[src/dct_pkg.sv]
// shared constants and types for detector call timing
package dct_pkg;

   // ************************************************************
   // sizes
   // ************************************************************
   localparam int NZONE  = 8;
   localparam int NCALL  = 8;
   localparam int TW     = 8;  // timer width in bits

   // ************************************************************
   // time base: one tick per 100 ms
   // ************************************************************
   localparam int CLK_MHZ    = 100;
   localparam int TICK_MS    = 100;
   localparam int TICK_CYC   = TICK_MS * 1000 * CLK_MHZ;
   localparam int RESP_MS    = 112;
   localparam int RESP_CYC   = RESP_MS * 1000 * CLK_MHZ;
   localparam int PULSE_US   = 125000;  // pulse call width
   localparam int PULSE_CYC  = PULSE_US * CLK_MHZ;

   // ************************************************************
   // register map (plain port, index = address)
   // ************************************************************
   localparam logic [4:0] A_CFG0   = 5'h00;  // 8 call configs at 0x00..0x07
   localparam logic [4:0] A_ZFN0   = 5'h08;  // 8 zone functions at 0x08..0x0f
   localparam logic [4:0] A_STAT   = 5'h10;  // call state
   localparam logic [4:0] A_CTRL   = 5'h11;  // bit0: exempt controller type
   localparam logic [31:0] CFG_RST = 32'h0000_0000;
   localparam int CFG_DLY_LSB = 0;
   localparam int CFG_EXT_LSB = 8;
   localparam int CFG_MOD_LSB = 16;
   localparam int CFG_ZON_LSB = 18;

   typedef enum logic [1:0] {
      M_FULL_DELAY, M_NORMAL_DELAY, M_EXTEND, M_DELAY_EXTEND
   } dct_mode_t;

   typedef enum logic [1:0] {
      Z_PRESENCE, Z_DIR_PRESENCE, Z_PULSE, Z_DIR_PULSE
   } dct_zfn_t;

   typedef struct packed {
      logic [2:0] zone;
      dct_mode_t  mode;
      logic [TW-1:0] ext;
      logic [TW-1:0] dly;
   } dct_cfg_t;

endpackage

[src/dct_call.sv]
// per-output call timer: delay, extend, delay/extend
`timescale 1ns/1ps
module dct_call
   import dct_pkg::*;
(
   // clock and reset
   input  wire logic     mclk,
   input  wire logic     rst_b,
   // timing
   input  wire logic     tick,
   input  wire logic     det,
   input  wire logic     green,
   input  wire logic     exempt,
   input  wire dct_cfg_t cfg,
   output logic          call
);

   typedef enum {S_IDLE, S_DELAY, S_ON, S_EXT} dct_cst_t;
   dct_cst_t      st_q, st_d;
   logic [TW-1:0] cnt_q, cnt_d;
   logic          inhibit;

   // next state of the call timer
   always_comb begin
      st_d    = st_q;
      cnt_d   = cnt_q;
      inhibit = (cfg.mode == M_NORMAL_DELAY) & green & ~exempt;
      unique case (st_q)
         S_IDLE: begin
            cnt_d = '0;
            if (det) begin
               st_d = (cfg.mode == M_EXTEND) ? S_ON : S_DELAY;
            end
         end
         S_DELAY: begin
            // delay runs regardless of phase unless inhibited
            if (!det) begin
               st_d = S_IDLE;
            end else if (cnt_q >= cfg.dly) begin
               st_d  = S_ON;  // accept only with presence still there
               cnt_d = '0;
            end else if (tick && !inhibit) begin
               cnt_d = cnt_q + 1'b1;
            end
         end
         S_ON: begin
            cnt_d = '0;
            if (!det) begin
               st_d = (cfg.mode == M_EXTEND || cfg.mode == M_DELAY_EXTEND) ? S_EXT : S_IDLE;
            end
         end
         S_EXT: begin
            if (det) begin
               st_d  = S_ON;  // re-entry holds call and restarts extend
               cnt_d = '0;
            end else if (cnt_q >= cfg.ext) begin
               st_d  = S_IDLE;  // drop; in delay/extend a fresh delay is needed next time
               cnt_d = '0;
            end else if (tick) begin
               cnt_d = cnt_q + 1'b1;
            end
         end
      endcase
   end

   // registers
   always_ff @(posedge mclk) begin
      if (!rst_b) begin
         st_q  <= S_IDLE;
         cnt_q <= '0;
      end else begin
         st_q  <= st_d;
         cnt_q <= cnt_d;
      end
   end

   assign call = (st_q == S_ON) | (st_q == S_EXT);

   a_ext_drop: assert property (@(posedge mclk) disable iff (!rst_b)
      (st_q == S_EXT && !det && cnt_q >= cfg.ext) |=> !call)
      else $error("extend did not drop");
   a_reentry_hold: assert property (@(posedge mclk) disable iff (!rst_b)
      (st_q == S_EXT && det) |=> (call && cnt_q == '0))
      else $error("re-entry did not hold call");
   a_delay_inhib: assert property (@(posedge mclk) disable iff (!rst_b)
      (st_q == S_DELAY && st_d == S_DELAY && inhibit) |=> $stable(cnt_q))
      else $error("delay ran while inhibited");
   a_accept_pres: assert property (@(posedge mclk) disable iff (!rst_b)
      (cfg.mode == M_DELAY_EXTEND && $rose(call)) |-> $past(det))
      else $error("call accepted without presence");
   a_fresh_delay: assert property (@(posedge mclk) disable iff (!rst_b)
      (cfg.mode == M_DELAY_EXTEND && $fell(call) && cfg.dly != '0) |=> !call[*2])
      else $error("call re-accepted without delay");
   c_ext_reentry: cover property (@(posedge mclk) st_q == S_EXT ##1 st_q == S_ON);
   c_delay_done: cover property (@(posedge mclk) st_q == S_DELAY ##1 st_q == S_ON);

endmodule

[src/dct_top.sv]
// detector call timing: zone shaping, call timers and register port
// Function
// - full-time delay timer runs regardless of phase; call after delay.
// - normal delay holds timer while assigned phase green, unless exempt type.
// - extend keeps call asserted for extend time after vehicle leaves.
// - delay/extend accepts call only after delay expires with presence.
// - delay/extend holds call until empty and extend expired.
// - re-entry during extend keeps call and restarts extend from zero.
// - after extend drop a fresh full delay is needed.
// - each zone is presence, directional presence, pulse or directional pulse.
// - at least eight independent detection zones.
// - at least eight call outputs.
// - overlapping zones evaluated independently.
// - call appears within 112 ms of arrival, apart from delay.
// - camera failure or power loss forces constant calls on affected outputs.
//
// Local design decisions: the address-and-strobe port and the register offsets.
`timescale 1ns/1ps
module dct_top
   import dct_pkg::*;
#(
   parameter int TICK_CYCLES  = TICK_CYC,
   parameter int PULSE_CYCLES = PULSE_CYC
) (
   // clock and reset
   input  wire logic             mclk,
   input  wire logic             rst_b,
   // register port
   input  wire logic [4:0]       reg_addr,
   input  wire logic [31:0]      reg_wdata,
   input  wire logic             reg_wr,
   input  wire logic             reg_rd,
   output logic      [31:0]      reg_rdata,
   // detection side
   input  wire logic [NZONE-1:0] zone_raw,
   input  wire logic [NZONE-1:0] zone_dir_ok,
   input  wire logic [NCALL-1:0] phase_green,
   input  wire logic             cam_fail,
   // controller side
   output logic      [NCALL-1:0] call_out
);

   // ************************************************************
   // register file
   // ************************************************************
   dct_cfg_t        cfg_q [NCALL];
   dct_cfg_t        cfg_d [NCALL];
   dct_zfn_t        zfn_q [NZONE];
   dct_zfn_t        zfn_d [NZONE];
   logic            exempt_q, exempt_d;
   logic [31:0]     rdata_q, rdata_d;
   logic [NCALL-1:0] call_int;
   logic [NCALL-1:0] out_q, out_d;

   // write decode and read mux; unmapped reads give zero
   always_comb begin
      for (int i = 0; i < NCALL; i++) begin
         cfg_d[i] = cfg_q[i];
         if (reg_wr && reg_addr == A_CFG0 + 5'(i)) begin
            cfg_d[i] = dct_cfg_t'(reg_wdata[20:0]);
         end
      end
      for (int i = 0; i < NZONE; i++) begin
         zfn_d[i] = zfn_q[i];
         if (reg_wr && reg_addr == A_ZFN0 + 5'(i)) begin
            zfn_d[i] = dct_zfn_t'(reg_wdata[1:0]);
         end
      end
      exempt_d = exempt_q;
      if (reg_wr && reg_addr == A_CTRL) begin
         exempt_d = reg_wdata[0];
      end
      rdata_d = 32'h0000_0000;
      if (reg_rd) begin
         if (reg_addr < A_ZFN0) begin
            rdata_d = {11'h000, cfg_q[reg_addr[2:0]]};
         end else if (reg_addr < A_STAT) begin
            rdata_d = {30'h0000_0000, zfn_q[reg_addr[2:0]]};
         end else if (reg_addr == A_STAT) begin
            rdata_d = {23'h000000, cam_fail, out_q};
         end else if (reg_addr == A_CTRL) begin
            rdata_d = {31'h0000_0000, exempt_q};
         end
      end
   end

   // register file flops
   always_ff @(posedge mclk) begin
      if (!rst_b) begin
         for (int i = 0; i < NCALL; i++) begin
            cfg_q[i] <= dct_cfg_t'(CFG_RST[20:0]);
         end
         for (int i = 0; i < NZONE; i++) begin
            zfn_q[i] <= Z_PRESENCE;
         end
         exempt_q <= 1'b0;
         rdata_q  <= 32'h0000_0000;
      end else begin
         cfg_q    <= cfg_d;
         zfn_q    <= zfn_d;
         exempt_q <= exempt_d;
         rdata_q  <= rdata_d;
      end
   end

   assign reg_rdata = rdata_q;

   // ************************************************************
   // common time base
   // ************************************************************
   logic [23:0] tcnt_q, tcnt_d;
   logic        tick_q, tick_d;

   // one tick per period shared by all call timers
   always_comb begin
      tick_d = (tcnt_q == 24'(TICK_CYCLES - 1));
      tcnt_d = tick_d ? 24'h000000 : tcnt_q + 24'h000001;
   end

   always_ff @(posedge mclk) begin
      if (!rst_b) begin
         tcnt_q <= 24'h000000;
         tick_q <= 1'b0;
      end else begin
         tcnt_q <= tcnt_d;
         tick_q <= tick_d;
      end
   end

   // ************************************************************
   // zones and calls
   // ************************************************************
   logic [NZONE-1:0] det;

   // each zone shaped on its own, so overlapping zones all fire
   // each output has its own timer on a selectable zone
   for (genvar g = 0; g < NZONE; g++) begin : g_ch
      dct_zone #(
         .PULSE_CYCLES (PULSE_CYCLES)
      ) u_zone (
         .mclk   (mclk),
         .rst_b  (rst_b),
         .raw    (zone_raw[g]),
         .dir_ok (zone_dir_ok[g]),
         .fn     (zfn_q[g]),
         .det    (det[g])
      );
      dct_call u_call (
         .mclk   (mclk),
         .rst_b  (rst_b),
         .tick   (tick_q),
         .det    (det[cfg_q[g].zone]),
         .green  (phase_green[g]),
         .exempt (exempt_q),
         .cfg    (cfg_q[g]),
         .call   (call_int[g])
      );
   end

   // output stage: fail-safe forces every call on
   // latency is a few cycles, far inside the response limit
   always_comb begin
      out_d = cam_fail ? {NCALL{1'b1}} : call_int;
   end

   always_ff @(posedge mclk) begin
      if (!rst_b) begin
         out_q <= {NCALL{1'b1}};  // calls held on while in reset
      end else begin
         out_q <= out_d;
      end
   end

   assign call_out = out_q;

   // ************************************************************
   // checks
   // ************************************************************
   a_fail_safe: assert property (@(posedge mclk) disable iff (!rst_b)
      cam_fail |=> (call_out == {NCALL{1'b1}}))
      else $error("fail-safe not forcing calls");
   a_fast_resp: assert property (@(posedge mclk) disable iff (!rst_b)
      ($rose(zone_raw[0]) && zfn_q[0] == Z_PRESENCE && cfg_q[0].zone == 3'h0
       && cfg_q[0].mode == M_EXTEND) |-> ##[1:6] call_out[0])
      else $error("call too slow");
   a_tick_period: assert property (@(posedge mclk) disable iff (!rst_b)
      tick_q |=> !tick_q)
      else $error("tick too wide");
   c_fail: cover property (@(posedge mclk) cam_fail ##1 !cam_fail);
   c_call: cover property (@(posedge mclk) $rose(call_out[0]));

endmodule

[src/dct_zone.sv]
// per-zone function shaping: presence or entry pulse
`timescale 1ns/1ps
module dct_zone
   import dct_pkg::*;
#(
   parameter int PULSE_CYCLES = PULSE_CYC
) (
   // clock and reset
   input  wire logic     mclk,
   input  wire logic     rst_b,
   // detection
   input  wire logic     raw,
   input  wire logic     dir_ok,
   input  wire dct_zfn_t fn,
   output logic          det
);

   logic        prev_q, prev_d;
   logic [23:0] pcnt_q, pcnt_d;
   logic        det_q, det_d;
   logic        qual;

   // next state: direction gate then presence or pulse
   always_comb begin
      qual   = raw & ((fn == Z_PRESENCE) | (fn == Z_PULSE) | dir_ok);
      prev_d = qual;
      pcnt_d = pcnt_q;
      if (qual && !prev_q) begin
         pcnt_d = 24'(PULSE_CYCLES);
      end else if (pcnt_q != 24'h000000) begin
         pcnt_d = pcnt_q - 24'h000001;
      end
      unique case (fn)
         Z_PRESENCE, Z_DIR_PRESENCE: det_d = qual;
         Z_PULSE, Z_DIR_PULSE:       det_d = (pcnt_d != 24'h000000);
      endcase
   end

   // registers
   always_ff @(posedge mclk) begin
      if (!rst_b) begin
         prev_q <= 1'b0;
         pcnt_q <= 24'h000000;
         det_q  <= 1'b0;
      end else begin
         prev_q <= prev_d;
         pcnt_q <= pcnt_d;
         det_q  <= det_d;
      end
   end

   assign det = det_q;

endmodule
[config.mk]
export PLATFORM = sky130hd
export DESIGN_NAME = dct_top
export DESIGN_NICKNAME = d
export VERILOG_FILES = /design/src/dct_pkg.sv /design/src/dct_call.sv /design/src/dct_top.sv /design/src/dct_zone.sv
export SDC_FILE = /design/constraint.sdc
export NUM_CORES = 1
export LEC_CHECK = 0
export ABC_AREA = 1
export BUFFER_PORTS_ARGS = -buffer_cell sky130_fd_sc_hd__buf_2
export CAP_MARGIN = 10
export CORE_ASPECT_RATIO = 0.75
export CORE_UTILIZATION = 45
export DETAILED_ROUTE_END_ITERATION = 6
export HOLD_SLACK_MARGIN = 0.05
export PLACE_DENSITY = 0.59
export SLEW_MARGIN = 20
export SYNTH_ARGS = -nofsm -noshare
export SYNTH_HDL_FRONTEND = slang
export SYNTH_SLANG_ARGS = --single-unit
[constraint.sdc]
create_clock -name mclk -period 2.1 [get_ports mclk]
set_input_delay 0.315 -clock mclk [delete_from_list [all_inputs] [get_ports mclk]]
set_output_delay 0.315 -clock mclk [all_outputs]
set_load 0.03 [all_outputs]
==> metrics <==
# setup viols final=0; ys flop type=dfxtp_1; Pre-antenna DRT Iters=5; maximum buffer depth of the clock tree=3; Total Routing Usage GR=0.278; routability cong.=0.963; hold crit path type=input pin to flip-flop; Final Hold Fails=0; leading cell type in the layout, fill and taps excluded=nand2_1; routed len/inst=17.0 um; f_max=493 MHz; post-route cell area=38600 sq um; register area share after synthesis=0.330; PortBufs=83; net switching power=10.5 mW; post-synth top area cell=dfxtp_1; synthesis-stage register bit count=527; dpl cell area=35100 sq um; Die Width=310 um; Critical Path RT=2660 ps; largest net degree at the start of global routing=84; grt ovf=0; H-tree levels=2; post-DR vias/cell=5.35; Area Overhead vs Synth=20.6%; Slew Limit Fails=0; Flop pwr share=0.362; detailed-route via count=32526; clock-pin slew on the worst setup and hold paths=70 ps; pre-CTS setup slack=-1.87 ps; status=completed; Detail Route Antenna Nets=0; Setup WS post-layout=73.6 ps; initial core utilization=0.456; Setup CP Type=flip-flop to flip-flop; antenna violations before repair=6; Post-synth EDFFs=0; CTS Root Cell=clkbuf_16; DIE HEIGHT=233 um; ranking of synthesized cells by area=dfxtp_1 (33%), nand2_1 (11%), nor2_1 (7.7%); first-pass GRT wire length=158 mm; worst slew pin tran=712 ps; clock share of power=0.367; skew final=22.4 ps; TritonCTS clock tree=done; core area=70200 sq um; RSZ-0062 raised after global routing=true; most frequent cells in the layout=nand2_1 (917), nor2_1 (580), dfxtp_1 (499); die area=72100 sq um; Switching Share=0.336; Critical Path Source Type=flip-flop; PwrDens=807 nW/um^2; crit path max fanout=5; worst skew pair latency=630 ps; DR DRC count=0; Final Net Count=5299; Mapped Cells=4775; Max VDD drop=0.000637 V; # fillers=7073; Site Rows=84; proportion of layout cells with a drive suffix above 1=0.170; critical path capture point type=flip-flop; Ports=106; Unique masters post-synth=60; Pleak=16.6 nW; final worst path period share=0.965; CP arrival=2590 ps; Syn. warnings=0; initial drt markers=3010; CTS Sinks=527; vias in the first global route=28417; average size of a mapped cell=6.70 sq um; async set or reset register ratio after synthesis=0; P_int=20.7 mW; max_cap viols=0; CTS Buf Count=57; Synth top area share=0.330; relative slew slack=0.522; final WL=103 mm; HPWL after DPL=76.7 mm; mapped cell area=32000 sq um; Tmin final=2030 ps; Gate power share=0.270
-- what timing repair did --
item	4_1_cts	5_1_grt
cloned	0	9
pin swaps	1	71
buffers inserted	2	41
gates resized for setup	4	272
hold endpoints to repair	10	0
hold buffers	8	0
setup endpoints to repair	10	81
-- critical path, cell delays in order, from the launching register on --
cell and delay, ps:
dfxtp_1 370, inv_1 80, ha_1 290, nand2_1 80, nor2_2 110, nand4_1 110, nand3_2 110, nor2_2 50
nand2_1 90, nand2_2 110, nor2_4 230, buf_4 150, nand2_1 40, a21oi_1 150
-- path summary, 6_finish.rpt --
path	from	slack (ps)	cells after the start	to
setup reg to reg	cfg_q[68]	70	13	g_ch[4].u_call.cnt_q[6]
hold / removal	zone_raw[7]	80	3	g_ch[7].u_zone.prev_q
setup / recovery	cfg_q[68]	70	13	g_ch[4].u_call.cnt_q[6]
hold reg to reg	tcnt_q[0]	440	1	tcnt_q[0]
-- routing by layer --
metal | global-route usage | share of wire
met5 | 0 | 0.00013
met3 | 0.0563 | 0.085
met1 | 0.425 | 0.50
met4 | 0.0617 | 0.019
met2 | 0.391 | 0.40
-- cell type report --
cell class | count | area (sq um) | share of cell area
Timing Repair Buffer | 393 | 3120 | 0.0808
Multi-Input combinational cell | 3559 | 19500 | 0.505
Tap cell | 946 | 1180 | 0.0307
Clock inverter | 26 | 453 | 0.0117
Sequential cell | 527 | 10600 | 0.274
Inverter | 542 | 2060 | 0.0535
Antenna cell | 2 | 5.00 | 0.000130
Clock buffer | 82 | 1680 | 0.0436
-- synthesized netlist by cell type, types with 6 or more instances --
master and count:
nand2_1 934, xor2_1 87, nand3_1 346, clkbuf_1 96, inv_1 513, o21ai_0 295
nor2_4 14, nand3_4 6, nand2_2 27, nand3b_1 57, a221oi_1 6, a21oi_1 446
a21boi_0 11, nand3_2 17, o22ai_1 48, xnor2_1 23, or2_2 10, nor2_2 66
buf_4 15, nor3_1 44, o311ai_0 10, nor4_1 13, buf_2 30, nand4_1 91
inv_2 23, a31oi_1 17, o31ai_1 35, o21a_1 11, dfxtp_1 527, nor2_1 656
o21ai_1 17, ha_1 153, buf_6 11, buf_1 12, o211ai_1 36, a22oi_1 6
-- power by group through the flow --
stage	logic, mW	clock network [mW]	registers [mW]
floorplan	5.42	0	11.3
global placement	7.58	0	11.4
detailed placement	7.61	0	11.4
CTS	7.69	11.7	11.2
global route	9.44	12.1	11.4
finish	8.42	11.4	11.3
-- logic make-up (layout without fill, tap and decap cells) --
group | after synthesis | in the layout | share of synthesized area
flops | 527 | 527 | 0.330
buf+inv | 708 | 1043 | 0.0888
compound gates | 967 | 967 | 0.167
xor+xnor | 110 | 110 | 0.0301
fa+ha+maj | 153 | 153 | 0.0599
simple gates | 2309 | 2318 | 0.324
other cells | 1 | 13 | 0.000117
-- per-stage QoR --
stage	total power, mW	hold WS, ps	std cells	util	setup TNS [ps]
after floorplan	16.7	430	4785	-	0
final	31.1	79.2	6077	0.549	0
after CTS	30.6	50.1	6025	0.531	0
after global routing	32.9	93.5	6076	0.549	-487
after global placement	19.0	450	5907	0.499	-37.4
after detailed placement	19.0	463	5907	0.499	-1.87
-- flip-flops by register name (all words and copies together) (netlist names) --
register	cells
call_out	8
cfg_q	168
exempt_q	1
g_ch.u_call.cnt_q	64
g_ch.u_call.st_q	16
g_ch.u_zone.det	8
g_ch.u_zone.pcnt_q	192
g_ch.u_zone.prev_q	8
reg_rdata	21
tcnt_q	24
tick_q	1
zfn_q	16
Power figures use the tool's default switching activity.
